<file path="config.mk">
export PLATFORM = sky130hd
export DESIGN_NAME = move_shift_indirect_ops
export DESIGN_NICKNAME = d
export VERILOG_FILES = /design/src/hdl/move_shift_indirect_ops.v /design/src/hdl/pointer_step.v
export VERILOG_INCLUDE_DIRS = /design/src /design/src/hdl
export SDC_FILE = /design/constraint.sdc
export NUM_CORES = 1
export LEC_CHECK = 0
export CAP_MARGIN = 20
export CORE_AREA = 2 2 108 131
export DETAILED_ROUTE_END_ITERATION = 16
export DIE_AREA = 0 0 110 133
export DONT_BUFFER_PORTS = 1
export PLACE_DENSITY = 0.7
export SLEW_MARGIN = 20
export SYNTH_ARGS = -nofsm -noshare
export SYNTH_HDL_FRONTEND = slang
export SYNTH_SLANG_ARGS = --single-unit
</file>
<file path="constraint.sdc">
create_clock -name core_clk_i -period 3.6 [get_ports core_clk_i]
set_clock_uncertainty 0.15 [all_clocks]
set_input_delay 0.72 -clock core_clk_i [delete_from_list [all_inputs] [get_ports core_clk_i]]
set_output_delay 0.72 -clock core_clk_i [all_outputs]
set_load 0.05 [all_outputs]
</file>
<file path="src/hdl/move_shift_defines.vh">
// Constants for the move, shift and indirect execution datapath
`ifndef MOVE_SHIFT_DEFINES_VH
`define MOVE_SHIFT_DEFINES_VH

// APB byte offsets
`define OFS_INSTR 8'h00
`define OFS_ACC 8'h04
`define OFS_STATUS 8'h08
`define OFS_BANK 8'h0c
`define OFS_LATCH 8'h10
`define OFS_PTR0 8'h14
`define OFS_PTR1 8'h18

// Status register bit positions
`define ST_CARRY 0
`define ST_ZERO 1
`define ST_BUSY 8

// Reset values
`define RST_ACC 8'h00
`define RST_BANK 5'h00
`define RST_LATCH 7'h00
`define RST_PTR 16'h0000
`define RST_INSTR 14'h0000

// Instruction word fields (14 bits)
`define OP_HI 13
`define OP_LO 11
`define DEST_BIT 7
`define OFFSET_FORM_BIT 8
`define PTR_SEL_BIT 7

// Operation codes in bits 13:11
`define OP_NOP 3'h0
`define OP_SHIFT 3'h1
`define OP_MOVE 3'h2
`define OP_INDIRECT 3'h3
`define OP_BANK 3'h4
`define OP_LATCH 3'h5
`define OP_ACC 3'h6

// Pointer-update field codes
`define MM_PRE_INC 2'h0
`define MM_PRE_DEC 2'h1
`define MM_POST_INC 2'h2
`define MM_POST_DEC 2'h3

// File addresses that stand for the indirect data port of pointer 0 and 1
`define IND_PORT0 7'h00
`define IND_PORT1 7'h01

`endif

</file>
<file path="src/hdl/move_shift_indirect_ops.v">
// Execution datapath for shift, moves, indirect reads and literal loads
//
// Notes on behaviour
// - Shift right: zero in, bit 0 to carry
// - Destination bit picks accumulator or file register
// - Move file register, set zero, one pass
// - Indirect read into accumulator via selected pointer
// - Two-bit field picks pre/post increment/decrement
// - Offset form adds signed offset, pointer kept
// - Indirect port redirects to pointer's address
// - Pointers are 16 bits and wrap
// - Bank load takes 5-bit literal, no flags
// - Latch load takes 7-bit literal, no flags
// - Accumulator literal load, no flags, one pass
// - Unused literal-load bits are ignored
//
// The register offsets and the APB register port were left to the implementer.
`timescale 1ns/10ps
`default_nettype none
`include "move_shift_defines.vh"

module move_shift_indirect_ops #(
  parameter PTR_W = 16
) (
  // Clock and reset
  input wire core_clk_i,
  input wire sys_rst_i,
  // APB slave
  input wire psel_i,
  input wire penable_i,
  input wire pwrite_i,
  input wire [7:0] paddr_i,
  input wire [31:0] pwdata_i,
  output reg [31:0] prdata_o,
  output wire pready_o,
  output wire pslverr_o,
  // Data memory port
  output reg [PTR_W-1:0] mem_addr_o,
  output reg mem_rd_o,
  input wire [7:0] mem_rdata_i,
  output reg mem_we_o,
  output reg [7:0] mem_wdata_o,
  // Status
  output wire busy_o
);

  localparam [3:0] S_IDLE = 4'b0001;
  localparam [3:0] S_FETCH = 4'b0010;
  localparam [3:0] S_EXEC = 4'b0100;
  localparam [3:0] S_WRITE = 4'b1000;

  reg [3:0] state_reg;
  reg [3:0] state_next;
  reg [13:0] instr_reg;
  reg [7:0] acc_reg;
  reg carry_reg;
  reg zero_reg;
  reg [4:0] bank_selector_reg;
  reg [6:0] program_counter_upper_latch_reg;
  reg [PTR_W-1:0] ptr0_reg;
  reg [PTR_W-1:0] ptr1_reg;

  // Decoded fields
  wire [2:0] opcode;
  wire [6:0] file_addr;
  wire dest_file;
  wire ptr_sel;
  wire offset_form;
  wire [1:0] pointer_update_field;
  wire [5:0] offset_k;

  assign opcode = instr_reg[`OP_HI:`OP_LO];
  assign file_addr = instr_reg[6:0];
  assign dest_file = instr_reg[`DEST_BIT];
  assign ptr_sel = instr_reg[`PTR_SEL_BIT];
  assign offset_form = instr_reg[`OFFSET_FORM_BIT];
  assign pointer_update_field = instr_reg[1:0];
  assign offset_k = instr_reg[5:0];

  // APB decode
  wire apb_access;
  wire apb_wr;
  reg addr_hit;

  assign apb_access = psel_i & penable_i;
  assign apb_wr = apb_access & pwrite_i & state_reg[0];
  assign pready_o = 1'b1;
  assign pslverr_o = apb_access & ~addr_hit;
  assign busy_o = ~state_reg[0];

  always @* begin
    case (paddr_i)
      `OFS_INSTR, `OFS_ACC, `OFS_STATUS, `OFS_BANK,
      `OFS_LATCH, `OFS_PTR0, `OFS_PTR1: begin
        addr_hit = 1'b1;
      end
      default: begin
        addr_hit = 1'b0;
      end
    endcase
  end

  // Pointer arithmetic for the selected pointer
  wire [PTR_W-1:0] sel_ptr;
  wire [PTR_W-1:0] eff_addr;
  wire [PTR_W-1:0] next_ptr;

  assign sel_ptr = ptr_sel ? ptr1_reg : ptr0_reg;

  pointer_step #(
    .PTR_W(PTR_W)
  ) u_pointer_step (
    .ptr_i(sel_ptr),
    .offset_form_i(offset_form),
    .pointer_update_field_i(pointer_update_field),
    .offset_i(offset_k),
    .eff_addr_o(eff_addr),
    .next_ptr_o(next_ptr)
  );

  // Data address of a direct file access; the indirect port is not physical
  reg [PTR_W-1:0] file_phys_addr;

  always @* begin
    if (file_addr == `IND_PORT0) begin
      file_phys_addr = ptr0_reg;
    end else if (file_addr == `IND_PORT1) begin
      file_phys_addr = ptr1_reg;
    end else begin
      file_phys_addr = {{(PTR_W-12){1'b0}}, bank_selector_reg, file_addr};
    end
  end

  wire uses_file;
  wire uses_mem;

  assign uses_file = (opcode == `OP_SHIFT) | (opcode == `OP_MOVE);
  assign uses_mem = uses_file | (opcode == `OP_INDIRECT);

  // Result of the data operations
  wire [7:0] shift_result;
  wire [7:0] op_result;

  assign shift_result = {1'b0, mem_rdata_i[7:1]};
  assign op_result = (opcode == `OP_SHIFT) ? shift_result : mem_rdata_i;

  // Sequencer
  always @* begin
    case (state_reg)
      S_IDLE: begin
        state_next = (apb_wr && paddr_i == `OFS_INSTR) ? S_FETCH : S_IDLE;
      end
      S_FETCH: begin
        state_next = S_EXEC;
      end
      S_EXEC: begin
        state_next = S_WRITE;
      end
      S_WRITE: begin
        state_next = S_IDLE;
      end
      default: begin
        state_next = S_IDLE;
      end
    endcase
  end

  always @(posedge core_clk_i) begin
    if (sys_rst_i) begin
      state_reg <= S_IDLE;
    end else begin
      state_reg <= state_next;
    end
  end

  // Instruction register
  always @(posedge core_clk_i) begin
    if (sys_rst_i) begin
      instr_reg <= `RST_INSTR;
    end else if (apb_wr && paddr_i == `OFS_INSTR) begin
      instr_reg <= pwdata_i[13:0];
    end
  end

  // Memory port
  always @(posedge core_clk_i) begin
    if (sys_rst_i) begin
      mem_addr_o <= `RST_PTR;
      mem_rd_o <= 1'b0;
      mem_we_o <= 1'b0;
      mem_wdata_o <= 8'h00;
    end else begin
      mem_rd_o <= 1'b0;
      mem_we_o <= 1'b0;
      if (state_reg[1]) begin
        mem_rd_o <= uses_mem;
        if (opcode == `OP_INDIRECT) begin
          mem_addr_o <= eff_addr;
        end else begin
          mem_addr_o <= file_phys_addr;
        end
      end
      if (state_reg[2] && uses_file && dest_file) begin
        mem_we_o <= 1'b1;
        mem_wdata_o <= op_result;
      end
    end
  end

  // Pointers: mode update when the address is formed, else APB
  always @(posedge core_clk_i) begin
    if (sys_rst_i) begin
      ptr0_reg <= `RST_PTR;
      ptr1_reg <= `RST_PTR;
    end else if (state_reg[1] && opcode == `OP_INDIRECT) begin
      if (ptr_sel) begin
        ptr1_reg <= next_ptr;
      end else begin
        ptr0_reg <= next_ptr;
      end
    end else if (apb_wr && paddr_i == `OFS_PTR0) begin
      ptr0_reg <= pwdata_i[PTR_W-1:0];
    end else if (apb_wr && paddr_i == `OFS_PTR1) begin
      ptr1_reg <= pwdata_i[PTR_W-1:0];
    end
  end

  // Accumulator and flags
  always @(posedge core_clk_i) begin
    if (sys_rst_i) begin
      acc_reg <= `RST_ACC;
      carry_reg <= 1'b0;
      zero_reg <= 1'b0;
    end else if (state_reg[2]) begin
      case (opcode)
        `OP_SHIFT: begin
          carry_reg <= mem_rdata_i[0];
          zero_reg <= (shift_result == 8'h00);
          if (!dest_file) begin
            acc_reg <= shift_result;
          end
        end
        `OP_MOVE: begin
          zero_reg <= (mem_rdata_i == 8'h00);
          if (!dest_file) begin
            acc_reg <= mem_rdata_i;
          end
        end
        `OP_INDIRECT: begin
          acc_reg <= mem_rdata_i;
          zero_reg <= (mem_rdata_i == 8'h00);
        end
        `OP_ACC: begin
          acc_reg <= instr_reg[7:0];
        end
        default: begin
          acc_reg <= acc_reg;
        end
      endcase
    end else if (apb_wr && paddr_i == `OFS_ACC) begin
      acc_reg <= pwdata_i[7:0];
    end else if (apb_wr && paddr_i == `OFS_STATUS) begin
      carry_reg <= pwdata_i[`ST_CARRY];
      zero_reg <= pwdata_i[`ST_ZERO];
    end
  end

  // Bank selector and upper program latch
  always @(posedge core_clk_i) begin
    if (sys_rst_i) begin
      bank_selector_reg <= `RST_BANK;
      program_counter_upper_latch_reg <= `RST_LATCH;
    end else if (state_reg[2] && opcode == `OP_BANK) begin
      bank_selector_reg <= instr_reg[4:0];
    end else if (state_reg[2] && opcode == `OP_LATCH) begin
      program_counter_upper_latch_reg <= instr_reg[6:0];
    end else if (apb_wr && paddr_i == `OFS_BANK) begin
      bank_selector_reg <= pwdata_i[4:0];
    end else if (apb_wr && paddr_i == `OFS_LATCH) begin
      program_counter_upper_latch_reg <= pwdata_i[6:0];
    end
  end

  // Read data
  always @* begin
    case (paddr_i)
      `OFS_INSTR: begin
        prdata_o = {18'h0, instr_reg};
      end
      `OFS_ACC: begin
        prdata_o = {24'h000000, acc_reg};
      end
      `OFS_STATUS: begin
        prdata_o = {23'h0, busy_o, 6'h00, zero_reg, carry_reg};
      end
      `OFS_BANK: begin
        prdata_o = {27'h0, bank_selector_reg};
      end
      `OFS_LATCH: begin
        prdata_o = {25'h0, program_counter_upper_latch_reg};
      end
      `OFS_PTR0: begin
        prdata_o = {{(32-PTR_W){1'b0}}, ptr0_reg};
      end
      `OFS_PTR1: begin
        prdata_o = {{(32-PTR_W){1'b0}}, ptr1_reg};
      end
      default: begin
        prdata_o = 32'h00000000;
      end
    endcase
  end

endmodule // move_shift_indirect_ops
`default_nettype wire

</file>
<file path="src/hdl/pointer_step.v">
// Effective address and next value of one 16-bit indirect pointer
`timescale 1ns/10ps
`default_nettype none
`include "move_shift_defines.vh"

module pointer_step #(
  parameter PTR_W = 16
) (
  // Pointer and addressing mode
  input wire [PTR_W-1:0] ptr_i,
  input wire offset_form_i,
  input wire [1:0] pointer_update_field_i,
  input wire [5:0] offset_i,
  // Results
  output reg [PTR_W-1:0] eff_addr_o,
  output reg [PTR_W-1:0] next_ptr_o
);

  wire [PTR_W-1:0] inc_w;
  wire [PTR_W-1:0] dec_w;
  wire [PTR_W-1:0] off_w;

  // Modular arithmetic wraps at both ends of the range
  assign inc_w = ptr_i + {{(PTR_W-1){1'b0}}, 1'b1};
  assign dec_w = ptr_i - {{(PTR_W-1){1'b0}}, 1'b1};
  assign off_w = ptr_i + {{(PTR_W-6){offset_i[5]}}, offset_i};

  always @* begin
    eff_addr_o = ptr_i;
    next_ptr_o = ptr_i;
    if (offset_form_i) begin
      eff_addr_o = off_w;
    end else begin
      case (pointer_update_field_i)
        `MM_PRE_INC: begin
          eff_addr_o = inc_w;
          next_ptr_o = inc_w;
        end
        `MM_PRE_DEC: begin
          eff_addr_o = dec_w;
          next_ptr_o = dec_w;
        end
        `MM_POST_INC: begin
          next_ptr_o = inc_w;
        end
        default: begin
          next_ptr_o = dec_w;
        end
      endcase
    end
  end

endmodule // pointer_step
`default_nettype wire

</file>
==> run summary <==
Run status - completed
Wire per inst - 21.2 um
Vias in the first global route - 6939
Top-area cell type share of the netlist area - 0.270
PwrDens - 267 mW/mm2
Clock transition at path regs - 0.07 ns
Worst hold path class - input port to register
Post-Synth Adder-Cell Area - 0.0321
Synthesized netlist cell count - 930
Buffers on Ports - 0
Period Utilization, post-route - 0.952
Top post-synthesis cells by area - dfxtp_1 (27%), nor2_1 (8.2%), mux2i_1 (8.1%)
Leak - 3.03 nW
Area growth syn-to-layout - 11.9%
CTS HTree Levels - 3
Post-synth EDFFs - 0
Max rail drop VDD - 0.193 mV
Xor and xnor fraction of the mapped netlist area - 0.0398
Yosys warnings - 0
Total Routing Usage GR - 0.330
Gpl congestion - 1.01
Final nets - 1017
Synth unique cells - 83
Synthesis-stage register bit count - 98
Leading register cell type out of synthesis - dfxtp_1
Most common cell in the synthesized netlist - nor2_1
Layout fillers - 1268
Comb power frac - 0.039
Top cells by count, synth - nor2_1 (158), dfxtp_1 (98), a21oi_1 (76)
Post-synth top area cell - dfxtp_1
Clk_lat worst skew - 0.36 ns
Sw Share - 0.234
Switching pwr - 0.507 mW
Complex-gate fraction of the synthesized area - 0.252
Final min period - 3.43 ns
RSZ-0062 raised after global routing - no
CTS tree - yes
Starting Density - 0.539
Total negative slack - 0 ns
Pin count of the biggest net entering global routing - 99
Total CTS buffers - 9
ANT cells - 0
Rows - 47
Post-Syn Area - 0.00725 mm2
Fraction of synthesized area in multiplexers - 0.103
Die height - 133 um
Synth Area in Simple Gates - 0.232
WHS - 0.280 ns
Crit Path Max Fanout - 14
# DRC - 0
Critical Path Sink Type - register
Grt total ovfl - 0
Seq pwr share - 0.500
Die X - 110 um
Setup violators final - 0
Post-synth ARST share - 0
Peak Freq - 292 MHz
Data required time at the worst endpoint - 3.73 ns
CP Class - register to register
Clock power share - 0.460
Max_cap viols - 0
CTS Buffer Depth - 2
Pre-Repair DR Iteration Count - 8
First-pass GRT wire length - 36.7 mm
Clk sink count - 98
Share of layout cells above drive strength 1 - 0.132
CTS root buf - clkbuf_16
DP HPWL - 17.6 mm
Worst Max-Slew Pin Slew - 0.690 ns
Post-route ant nets - 0
Iter 0 DRT Violations - 756
Worst Setup Start Kind - register
Initial antenna violation count - 0
Final Max Tran Viols - 0
Via count - 7265
Endpoints failing hold - 0
Crit path DAT - 3.56 ns
Die area - 0.0146 mm2
Vias per inst - 6.48
Main combinational cell family by area after synthesis - compound AO/OA/AOI/OAI gates
Io pins - 114
Max-slew headroom - 0.534
Part of the Yosys area used for sequential elements - 0.270
Mean area per synthesized cell - 7.80 um2
Final WL - 23.8 mm
Cell internal pwr - 1.66 mW
Core area - 0.0135 mm2
## worst paths after layout
check                                          startpoint                          end  slack, ns  cells after the start
worst min-delay path                            sys_rst_i  mem_addr_o[15]$_SDFFE_PP0P_       0.28                      1
worst max-delay path            instr_reg[7]$_SDFFE_PP0P_  mem_addr_o[15]$_SDFFE_PP0P_       0.17                     10
worst min register to register    state_reg[3]$_SDFF_PP0_      state_reg[0]$_SDFF_PP1_       0.34                      2
worst max register to register  instr_reg[7]$_SDFFE_PP0P_  mem_addr_o[15]$_SDFFE_PP0P_       0.17                     10
## what timing repair did
action / CTS / global route
endpoints found under the setup margin: 0 / 3
hold endpoints to repair: 0 / 0
gates resized for setup: 0 / 3
setup buffers: 0 / 0
hold buffers: 0 / 0
## worst max-delay path: stages, from the launching register on
cell,delay [ns]
dfxtp_4,0.47
mux2i_1,0.39
inv_1,0.14
ha_1,0.35
a21o_1,0.21
a2111oi_0,0.46
a311o_1,0.23
o21ai_0,0.20
a311o_1,0.42
mux2i_1,0.13
a211oi_1,0.18
## logic make-up after synthesis
kind of cell               after synthesis
adders and majority gates               18
muxes                                   70
buffers and inverters                  100
DFF                                     98
and+or+nand+nor                        349
xor gates and xnor gates                33
other                                    2
AOI/OAI and AO/OA                      260
## cells in the final DEF (no fill, tap or decap), drive strengths merged, types with 13 or more instances in the layout
cell / n
inv: 23
dfxtp: 98
xnor2: 24
mux2i: 66
nor3: 43
nand3: 18
conb: 17
nand2: 51
a21oi: 79
a22oi: 15
ha: 17
nor2: 160
o21ai: 31
buf: 67
a211oi: 41
nand2b: 13
## per-stage QoR
stage / utilization / setup slack [ns] / instances / total power, mW / cell area, um2
floorplan: - / 0.111 / 945 / 1.22 / 7310
global placement: 0.580 / 0.174 / 1106 / 1.19 / 7810
detailed placement: 0.580 / 0.107 / 1106 / 1.19 / 7810
CTS: 0.602 / 0.0993 / 1121 / 2.18 / 8100
global route: 0.603 / 0.0223 / 1121 / 2.22 / 8120
finish: 0.603 / 0.172 / 1121 / 2.17 / 8120
## layer usage
layer	global-route usage	part of all wire
met2	0.520	0.48
met1	0.398	0.37
met4	0.223	0.066
met3	0.0645	0.085
met5	0	0
## area by class of cell
type,count,area (um2),share of cell area
multi-input combinational,747,4850,0.598
sequential,98,1970,0.242
inverter,23,86.3,0.0106
clock buffer,11,243,0.0299
timing repair buffer,67,703,0.0866
tap,171,214,0.0264
clock inverter,4,51.3,0.00632
## power by group through the flow
| stage | clock [mW] | combinational [mW] | sequential [mW] |
|---|---|---|---|
| finish | 0.997 | 0.0855 | 1.08 |
| global route | 1.04 | 0.0917 | 1.08 |
| CTS | 1.01 | 0.0853 | 1.08 |
| detailed placement | 0 | 0.0850 | 1.11 |
| global placement | 0 | 0.0846 | 1.11 |
| floorplan | 0 | 0.107 | 1.11 |
(Power assumes the default switching activity.)
